### src/rtl/jbsp_regs.vh
// constants for the boundary-scan test access port
`ifndef JBSP_REGS_VH
`define JBSP_REGS_VH
// ----------------------------------------
// instruction register
// ----------------------------------------
`define JBSP_IR_LEN 10
`define JBSP_IR_CAPTURE 10'h001
// instruction codes are arbitrary values except bypass
`define JBSP_OP_BYPASS 10'h3ff
`define JBSP_OP_IDCODE 10'h006
`define JBSP_OP_SAMPLE 10'h005
`define JBSP_OP_EXTEST 10'h00f
`define JBSP_OP_CLAMP 10'h00a
`define JBSP_OP_HIGHZ 10'h00b
`define JBSP_OP_USERCODE 10'h007
`define JBSP_OP_CONFIG 10'h002
// identity value is arbitrary
`define JBSP_IDCODE_VAL 32'h1234_5671
`define JBSP_USERCODE_VAL 32'hffff_ffff
// ----------------------------------------
// controller states
// ----------------------------------------
`define JBSP_S_RESET 4'h0
`define JBSP_S_IDLE 4'h1
`define JBSP_S_SEL_DR 4'h2
`define JBSP_S_CAP_DR 4'h3
`define JBSP_S_SH_DR 4'h4
`define JBSP_S_EX1_DR 4'h5
`define JBSP_S_PAU_DR 4'h6
`define JBSP_S_EX2_DR 4'h7
`define JBSP_S_UPD_DR 4'h8
`define JBSP_S_SEL_IR 4'h9
`define JBSP_S_CAP_IR 4'ha
`define JBSP_S_SH_IR 4'hb
`define JBSP_S_EX1_IR 4'hc
`define JBSP_S_PAU_IR 4'hd
`define JBSP_S_EX2_IR 4'he
`define JBSP_S_UPD_IR 4'hf
`endif

### src/rtl/jbsp_port.v
// boundary-scan test access port sampled on the system clock
`timescale 1ns/1ps
`default_nettype none
`include "jbsp_regs.vh"
module jbsp_port #(
  parameter NPINS = 8
) (
  // system clock and reset
  input wire clk,
  input wire rst,
  // test port pins
  input wire tck,
  input wire tms,
  input wire tdi,
  input wire trst_n,
  output reg tdo,
  output reg tdo_oe,
  // core side of each user pin
  input wire [NPINS-1:0] core_out,
  input wire [NPINS-1:0] core_oe,
  output reg [NPINS-1:0] core_in,
  // pad side of each user pin
  input wire [NPINS-1:0] pad_in,
  output reg [NPINS-1:0] pad_out,
  output reg [NPINS-1:0] pad_oe,
  // configuration through the port in progress
  output reg config_active
);

  localparam BSR_LEN = 3 * NPINS;

  // ----------------------------------------
  // input synchronisers
  // ----------------------------------------
  reg [3:0] sync1;
  reg [3:0] sync2;
  reg tck_d;
  // first stage read only by the second stage
  always @(posedge clk) begin
    if (rst) begin
      sync1 <= 4'h0;
      sync2 <= 4'h0;
      tck_d <= 1'b0;
    end else begin
      sync1 <= {trst_n, tdi, tms, tck};
      sync2 <= sync1;
      tck_d <= sync2[0];
    end
  end
  wire s_tms = sync2[1];
  wire s_tdi = sync2[2];
  wire s_trst_n = sync2[3];
  wire tck_rise = sync2[0] & ~tck_d;
  wire tck_fall = ~sync2[0] & tck_d;
  // test reset acts once trst_n has passed the two synchroniser stages, with no test clock edge needed
  wire test_rst = rst | ~s_trst_n;

  // ----------------------------------------
  // controller state machine
  // ----------------------------------------
  reg [3:0] state;
  reg [3:0] next_state;
  always @* begin
    next_state = state;
    case (state)
      `JBSP_S_RESET: next_state = s_tms ? `JBSP_S_RESET : `JBSP_S_IDLE;
      `JBSP_S_IDLE: next_state = s_tms ? `JBSP_S_SEL_DR : `JBSP_S_IDLE;
      `JBSP_S_SEL_DR: next_state = s_tms ? `JBSP_S_SEL_IR : `JBSP_S_CAP_DR;
      `JBSP_S_CAP_DR: next_state = s_tms ? `JBSP_S_EX1_DR : `JBSP_S_SH_DR;
      `JBSP_S_SH_DR: next_state = s_tms ? `JBSP_S_EX1_DR : `JBSP_S_SH_DR;
      `JBSP_S_EX1_DR: next_state = s_tms ? `JBSP_S_UPD_DR : `JBSP_S_PAU_DR;
      `JBSP_S_PAU_DR: next_state = s_tms ? `JBSP_S_EX2_DR : `JBSP_S_PAU_DR;
      `JBSP_S_EX2_DR: next_state = s_tms ? `JBSP_S_UPD_DR : `JBSP_S_SH_DR;
      `JBSP_S_UPD_DR: next_state = s_tms ? `JBSP_S_SEL_DR : `JBSP_S_IDLE;
      `JBSP_S_SEL_IR: next_state = s_tms ? `JBSP_S_RESET : `JBSP_S_CAP_IR;
      `JBSP_S_CAP_IR: next_state = s_tms ? `JBSP_S_EX1_IR : `JBSP_S_SH_IR;
      `JBSP_S_SH_IR: next_state = s_tms ? `JBSP_S_EX1_IR : `JBSP_S_SH_IR;
      `JBSP_S_EX1_IR: next_state = s_tms ? `JBSP_S_UPD_IR : `JBSP_S_PAU_IR;
      `JBSP_S_PAU_IR: next_state = s_tms ? `JBSP_S_EX2_IR : `JBSP_S_PAU_IR;
      `JBSP_S_EX2_IR: next_state = s_tms ? `JBSP_S_UPD_IR : `JBSP_S_SH_IR;
      `JBSP_S_UPD_IR: next_state = s_tms ? `JBSP_S_SEL_DR : `JBSP_S_IDLE;
      default: next_state = `JBSP_S_RESET;
    endcase
  end
  // five high mode select clocks from any state reach reset by this graph
  always @(posedge clk) begin
    if (test_rst) begin
      state <= `JBSP_S_RESET;
    end else if (tck_rise) begin
      state <= next_state;
    end
  end

  // ----------------------------------------
  // instruction register and decode
  // ----------------------------------------
  reg [`JBSP_IR_LEN-1:0] ir_shift;
  reg [`JBSP_IR_LEN-1:0] ir;
  always @(posedge clk) begin
    if (test_rst) begin
      ir_shift <= `JBSP_IR_CAPTURE;
      ir <= `JBSP_OP_IDCODE;
    end else if (tck_rise) begin
      case (state)
        `JBSP_S_RESET: ir <= `JBSP_OP_IDCODE;
        `JBSP_S_CAP_IR: ir_shift <= `JBSP_IR_CAPTURE;
        // instruction bits enter from the serial input
        `JBSP_S_SH_IR: ir_shift <= {s_tdi, ir_shift[`JBSP_IR_LEN-1:1]};
        `JBSP_S_UPD_IR: ir <= ir_shift;
        default: ir <= ir;
      endcase
    end
  end
  // unknown codes fall back to bypass, as the standard expects
  wire op_bypass = (ir == `JBSP_OP_BYPASS) | (ir == `JBSP_OP_CLAMP) | (ir == `JBSP_OP_HIGHZ)
                   | (ir == `JBSP_OP_CONFIG);
  wire op_id = (ir == `JBSP_OP_IDCODE);
  wire op_user = (ir == `JBSP_OP_USERCODE);
  wire op_bsr = (ir == `JBSP_OP_SAMPLE) | (ir == `JBSP_OP_EXTEST);
  wire sel_bypass = ~(op_id | op_user | op_bsr);
  wire drive_test = (ir == `JBSP_OP_EXTEST) | (ir == `JBSP_OP_CLAMP);
  wire pins_off = (ir == `JBSP_OP_HIGHZ) | (ir == `JBSP_OP_CONFIG);

  // ----------------------------------------
  // data registers
  // ----------------------------------------
  reg bypass_bit;
  reg [31:0] id_shift;
  reg [BSR_LEN-1:0] bsr_shift;
  reg [BSR_LEN-1:0] bsr_upd;
  reg [BSR_LEN-1:0] capture_vec;
  // separate loop variables so each is written by one process only
  integer i;
  integer j;
  // each cell: bit 0 input capture, bit 1 output enable, bit 2 output value
  always @* begin
    capture_vec = {BSR_LEN{1'b0}};
    for (i = 0; i < NPINS; i = i + 1) begin
      capture_vec[3*i] = pad_in[i];
      capture_vec[3*i+1] = core_oe[i];
      capture_vec[3*i+2] = core_out[i];
    end
  end
  always @(posedge clk) begin
    if (test_rst) begin
      bypass_bit <= 1'b0;
      id_shift <= 32'h0000_0000;
      bsr_shift <= {BSR_LEN{1'b0}};
      bsr_upd <= {BSR_LEN{1'b0}};
    end else if (tck_rise) begin
      if (state == `JBSP_S_CAP_DR) begin
        bypass_bit <= 1'b0;
        id_shift <= op_user ? `JBSP_USERCODE_VAL : `JBSP_IDCODE_VAL;
        // capture only samples; pins keep their drive from the core or from bsr_upd
        if (op_bsr) bsr_shift <= capture_vec;
      end else if (state == `JBSP_S_SH_DR) begin
        if (sel_bypass) bypass_bit <= s_tdi;
        if (op_id | op_user) id_shift <= {s_tdi, id_shift[31:1]};
        if (op_bsr) bsr_shift <= {s_tdi, bsr_shift[BSR_LEN-1:1]};
      end else if (state == `JBSP_S_UPD_DR && op_bsr) begin
        bsr_upd <= bsr_shift;
      end
    end
  end

  // ----------------------------------------
  // serial output and pin muxing
  // ----------------------------------------
  wire shifting = (state == `JBSP_S_SH_DR) | (state == `JBSP_S_SH_IR);
  wire dr_out = sel_bypass ? bypass_bit : ((op_id | op_user) ? id_shift[0] : bsr_shift[0]);
  wire ser_out = (state == `JBSP_S_SH_IR) ? ir_shift[0] : dr_out;
  // output moves half a test clock after the capture edge, giving hold to the next device
  always @(posedge clk) begin
    if (test_rst) begin
      tdo <= 1'b0;
      tdo_oe <= 1'b0;
    end else if (tck_fall) begin
      tdo <= ser_out;
      tdo_oe <= shifting;
    end
  end
  // pin side registered; core stays in charge unless a drive, highz or config instruction holds
  always @(posedge clk) begin
    if (rst) begin
      pad_out <= {NPINS{1'b0}};
      pad_oe <= {NPINS{1'b0}};
      core_in <= {NPINS{1'b0}};
      config_active <= 1'b0;
    end else begin
      config_active <= ~test_rst & (ir == `JBSP_OP_CONFIG);
      for (j = 0; j < NPINS; j = j + 1) begin
        core_in[j] <= pad_in[j];
        if (~test_rst & pins_off) begin
          pad_out[j] <= 1'b0;
          pad_oe[j] <= 1'b0;
        end else if (~test_rst & drive_test) begin
          pad_out[j] <= bsr_upd[3*j+2];
          pad_oe[j] <= bsr_upd[3*j+1];
        end else begin
          pad_out[j] <= core_out[j];
          pad_oe[j] <= core_oe[j];
        end
      end
    end
  end

endmodule
`default_nettype wire

### config.mk
export PLATFORM = sky130hd
export DESIGN_NAME = jbsp_port
export DESIGN_NICKNAME = d
export VERILOG_FILES = /design/src/rtl/jbsp_port.v
export VERILOG_INCLUDE_DIRS = /design/src /design/src/rtl
export SDC_FILE = /design/constraint.sdc
export NUM_CORES = 1
export LEC_CHECK = 0
export ABC_AREA = 1
export CAP_MARGIN = 20
export CORE_MARGIN = 5
export CORE_UTILIZATION = 62
export CTS_CLUSTER_DIAMETER = 150
export DETAILED_ROUTE_END_ITERATION = 10
export DONT_BUFFER_PORTS = 1
export GPL_ROUTABILITY_DRIVEN = 0
export HOLD_SLACK_MARGIN = 0.12
export PLACE_DENSITY = 0.78
export SYNTH_ARGS = -nofsm -noshare
export SYNTH_HDL_FRONTEND = slang
export SYNTH_SLANG_ARGS = --single-unit
### constraint.sdc
create_clock -name clk -period 1.9 [get_ports clk]
set_input_delay 0.38 -clock clk [delete_from_list [all_inputs] [get_ports clk]]
set_output_delay 0.38 -clock clk [all_outputs]
set_load 0.01 [all_outputs]
# After elaboration in Yosys (flattened, before gate mapping)
# Cells that the tools add are included.
# totals
ff_bits	141
inputBits	30
output_inout_bits	27
elab_cells	120
# op_classes
n_eq_ne	25
mux	45
bitwise_logic	18
n_reduce_logical	16
# op_table
cell	n
two-way mux 32 bit	4
two-way mux 24 bit	4
case mux 4 bit (12 select lines)	1
case mux 10 bit (2 select lines)	2
equality test 4 bit (second input constant)	8
equality test 10 x 3 -> 1 bit (second input constant)	3
equality test 10 x 4 -> 1 bit (second input constant)	3
two-way mux 1 bit	25
equality test 4 x 3 -> 1 bit (second input constant)	4
two-way mux 4 bit	4
equality test 10 x 2 -> 1 bit (second input constant)	1
equality test 4 x 2 -> 1 bit (second input constant)	2
AND reduction 4 bit	2
nonzero test 2 bit	4
bitwise OR 1 bit	7
two-way mux 2 bit	3
two-way mux 3 bit	2
inverter 1 bit	6
AND reduction 3 bit	2
OR reduction 2 bit	3
bitwise AND 1 bit	5
equality test 4 x 1 -> 1 bit (second input constant)	1
logical NOT 4 bit	1
inequality test 2 bit (second input constant)	2
4 further kinds	5

# Longest topological paths before layout
# depth
ltp_word	6
ltp_mapped	10
depth_no_buf	10

# Worst setup path after synthesis
# OpenSTA, ideal clock, no wires.
# synth_timing
path_kind	in2reg
startpoint	input port rst
endpoint	register pad_oe[4]
arrival_ns	1.446
path_slack_ns	0.338
stages	10
path_buffers	3
cell_sequence	buf_6 > or2_1 > buf_2 > inv_2 > nand4_1 > nor2_1 > nor3_2 > clkbuf_2 > o21ai_0 > nor2_1
# synth_via
elab_chain_len	4
# synth_rtl
element	line	rtl
start, declared	jbsp_port.v:10	input wire rst,
bitwise OR 1 bit	jbsp_port.v:56	wire test_rst = rst | ~s_trst_n;
inverter 1 bit	jbsp_port.v:193, jbsp_port.v:196	
bitwise AND 1 bit, on equally long branches	jbsp_port.v:196, jbsp_port.v:193	
two-way mux 1 bit or OR reduction 2 bit (tied branches)	n/a	
end signal, assigned	jbsp_port.v:186	pad_oe <= {NPINS{1'b0}};
end signal, assigned by index	jbsp_port.v:198	pad_oe[j] <= bsr_upd[3*j+1];
end signal, assigned by index	jbsp_port.v:201	pad_oe[j] <= core_oe[j];
end, declared	jbsp_port.v:25	output reg [NPINS-1:0] pad_oe,
# Parallel ways exist; a longest one is shown, timed or not.
# A chain may end at the register's enable or synchronous reset.

# Final worst setup path
# layout_timing
startpoint	register state[1]
endpoint	register bsr_shift[21]
# layout_via
elab_chain_len	3
# layout_rtl
element	line	rtl
start, declared	jbsp_port.v:61	reg [3:0] state;
start signal, assigned	jbsp_port.v:88	state <= `JBSP_S_RESET;
start signal, assigned	jbsp_port.v:90	state <= next_state;
equality test 4 x 3 -> 1 bit or equality test 4 x 2 -> 1 bit (tied branches)	n/a	
inequality test 2 bit (no source line) or nonzero test 2 bit (tied branches)	n/a	
AND reduction 4 bit (no source line)	n/a	
end signal, assigned	jbsp_port.v:148	bsr_shift <= {BSR_LEN{1'b0}};
end signal, assigned	jbsp_port.v:155	if (op_bsr) bsr_shift <= capture_vec;
end signal, assigned	jbsp_port.v:159	if (op_bsr) bsr_shift <= {s_tdi, bsr_shift[BSR_LEN-1:1]};
end, declared	jbsp_port.v:129	reg [BSR_LEN-1:0] bsr_shift;
# Parallel ways exist; a longest one is shown, timed or not.

==> out/results.tsv <==
metric	value	unit
status	completed	
top-level port count	57	
# setup viols final	0	
antenna-violating nets left	0	
actual slew at the worst max-slew pin	0.565	ns
Critical Path RT	2.30	ns
Worst Hold Class	in2reg	
largest net degree at the start of global routing	92	
sequential cell area	0.00266	sq mm
Worst Path Max Fanout	43	
mapped cell area	0.00532	sq mm
Final Skew	0.00932	ns
buffers added on ports	0	
Crit Path Class	reg2reg	
Max Clk Rate	562	MHz
first-pass GRT wire length	21300	microns
detailed-route DRC error count	0	
RR Endpoint	bsr_shift[21]$_SDFFE_PN0P_	
Vias	4935	
Unique masters post-synth	31	
CTS Buf Count	17	
Max Used Layer	met4	
Area growth syn-to-layout	19.3	%
Metal-1 WL	5290	microns
synthesized net count	749	
worst hold start	core_out[3]	
P_leak	2.46	nW
Die W	103	microns
Critical-path top delay cell	dfxtp_1	
yosys synthesis warning count	0	
Net Sw Frac	0.207	
FF-to-FF Start	state[1]$_SDFFE_PN0P_	
initial antenna violation count	0	
Switch Pwr	1.31	mW
fin. max-slew vios	0	
drt pass-1 iters	6	
Max VDD drop	626	uV
Met2 Wirelength	6540	microns
CP Launch Point	state[1]$_SDFFE_PN0P_	
later-pin clock latency in the skew report	0.52	ns
WP data arrival	2.18	ns
Clock Path Buffers	2	
area of the multi-input gates	0.00224	sq mm
CTS tree	done	
Fill cells	560	
DRT Wirelength	13000	microns
R2R setup slack	0.12	ns
row count	33	
WL met3	936	microns
die area	0.0105	sq mm
commonest non-fill, non-tap cell in the layout	dfxtp_1	
Total Nets Final	771	
dpl hpwl	7780	microns
clock sink count	133	
clock-pin slew on the worst setup and hold paths	0.06	ns
vias per std cell	5.75	
synthesis-stage register bit count	133	
startpoint types	flop	
Final Hold Viols	0	
commonest non-fill, non-tap cells in the layout	dfxtp_1 (133), nand2_1 (129), o21ai_0 (89)	
vias in the first global route	4640	
gr ovfl total	0	
WHS Path Cells	4	
Root Driver	clkbuf_8	
Wirelength per Cell	15.2	microns
hold path endpoint	bsr_shift[11]$_SDFFE_PN0P_	
core area	0.00830	sq mm
CP peak stage delay	0.46	ns
GRT Overall Usage	0.256	
Starting Density	0.641	
Die H	103	microns
synthesized instance count	719	
most frequent cell on the critical path	o21ai_0	
clock share of power	0.525	
Synth Area per Inst	7.40	sq um
Seq pwr share	0.451	
Worst R2R Path Depth	8	
crit-path cells	nand2_2 > inv_2 > nand2_4 > buf_4 > nand2_1 > o21ai_0 > o21ai_0 > nor2_1	
Max Cap Viol	0	
Antenna Cells	0	
power density over the cells	998	mW/mm^2
H-tree level count	4	
fraction of layout cells with a size suffix above 1	0.0902	
CP endpoint kind	flop	
RSZ-0062 raised after global routing	false	
Slew headroom	0.622	
1st-iter DRT viols	402	
Internal Dissipation	5.02	mW
Fin Setup TNS	0	ns
combinational power share	0.024	
post-synthesis sequential area ratio	0.500	
final worst-path cycle share	0.937	
final core occ	0.765	
fin crit period	1.78	ns
-- how the worst max path moves through the flow --
stage | slack, ns | depth (start not counted) | to
final | 0.12 | 8 | bsr_shift[21]$_SDFFE_PN0P_
after global placement | 0.12 | 8 | pad_oe[4]$_SDFF_PP0_
after detailed placement | 0.04 | 5 | bsr_upd[16]$_SDFFE_PN0P_
after floorplan | 0.34 | 10 | pad_oe[4]$_SDFF_PP0_
after global routing | 0.009 | 9 | id_shift[3]$_SDFFE_PN0P_
after CTS | 0.05 | 8 | bsr_shift[13]$_SDFFE_PN0P_
-- per-layer routing --
metal,vias up,GRT usage
li1,2424,-
met1,2285,0.312
met4,0,0.0959
met2,200,0.439
met5,-,0
met3,26,0.0602
-- sequential cells by signal (all words and copies together) (netlist names) --
signal	count
id_shift	32
bsr_shift	24
bsr_upd	16
ir	10
ir_shift	10
core_in	8
pad_oe	8
pad_out	8
state	4
sync1	4
sync2	4
bypass_bit	1
config_active	1
tck_d	1
tdo	1
tdo_oe	1
-- worst max-delay path, delay by kind of cell (launching register included) --
family / cells / cell delay, ns
and+or+nand+nor: 4 / 0.43
DFF: 1 / 0.46
buffers and inverters: 2 / 0.39
AOI/OAI and AO/OA: 2 / 0.38
-- cells in the mapped netlist, drive strengths merged --
cell type / count / area share
nand2: 134 / 0.097
dfxtp: 133 / 0.50
o21ai: 114 / 0.11
nor2: 85 / 0.062
a21oi: 80 / 0.078
inv: 64 / 0.045
clkbuf: 24 / 0.017
a31oi: 20 / 0.024
nand3: 20 / 0.020
buf: 18 / 0.019
nor3: 15 / 0.015
nand4: 5 / 0.0059
o22ai: 3 / 0.0035
a211oi: 1 / 0.0014
nand3b: 1 / 0.0014
o211ai: 1 / 0.0014
or2: 1 / 0.0012
-- cell families after synthesis --
kind of cell | synth area share
AND/OR/NAND/NOR | 0.202
AO/OA/AOI/OAI | 0.216
flip-flops | 0.500
buffers and inverters | 0.0816
-- cell type report --
class,instances,share of cell area
Sequential cell,133,0.420
Inverter,64,0.0379
Clock inverter,13,0.0286
Timing Repair Buffer,45,0.0735
Multi-Input combinational cell,480,0.353
Tap cell,105,0.0207
Clock buffer,19,0.0664
-- per-stage QoR --
step	total power, mW	hold WS, ns	instance area (sq um)	setup slack (ns)	std cells
2_1_floorplan	2.99	0.388	5320	0.338	719
3_3_place_gp	3.00	0.393	5420	0.123	797
3_5_place_dp	3.01	0.400	5420	0.0394	797
4_1_cts	6.35	0.144	6320	0.0523	858
5_1_grt	6.53	0.146	6350	0.00895	859
6_report	6.33	0.158	6350	0.120	859
-- power groups by stage --
stage               Clock [mW]  Combinational, mW  Sequential (mW)
floorplan                    0             0.0796             2.91
global placement             0             0.0879             2.92
detailed placement           0             0.0910             2.92
CTS                       3.35              0.144             2.86
global route              3.51              0.169             2.86
finish                    3.33              0.153             2.86
-- timing repair --
item | 4_1_cts | 5_1_grt
endpoints found under the setup margin | 0 | 43
endpoints found under the hold margin | 33 | 3
hold buffers | 29 | 1
resized for setup | 0 | 7
buffers inserted | 0 | 0
No activity file was read; power rests on OpenSTA's default activity.
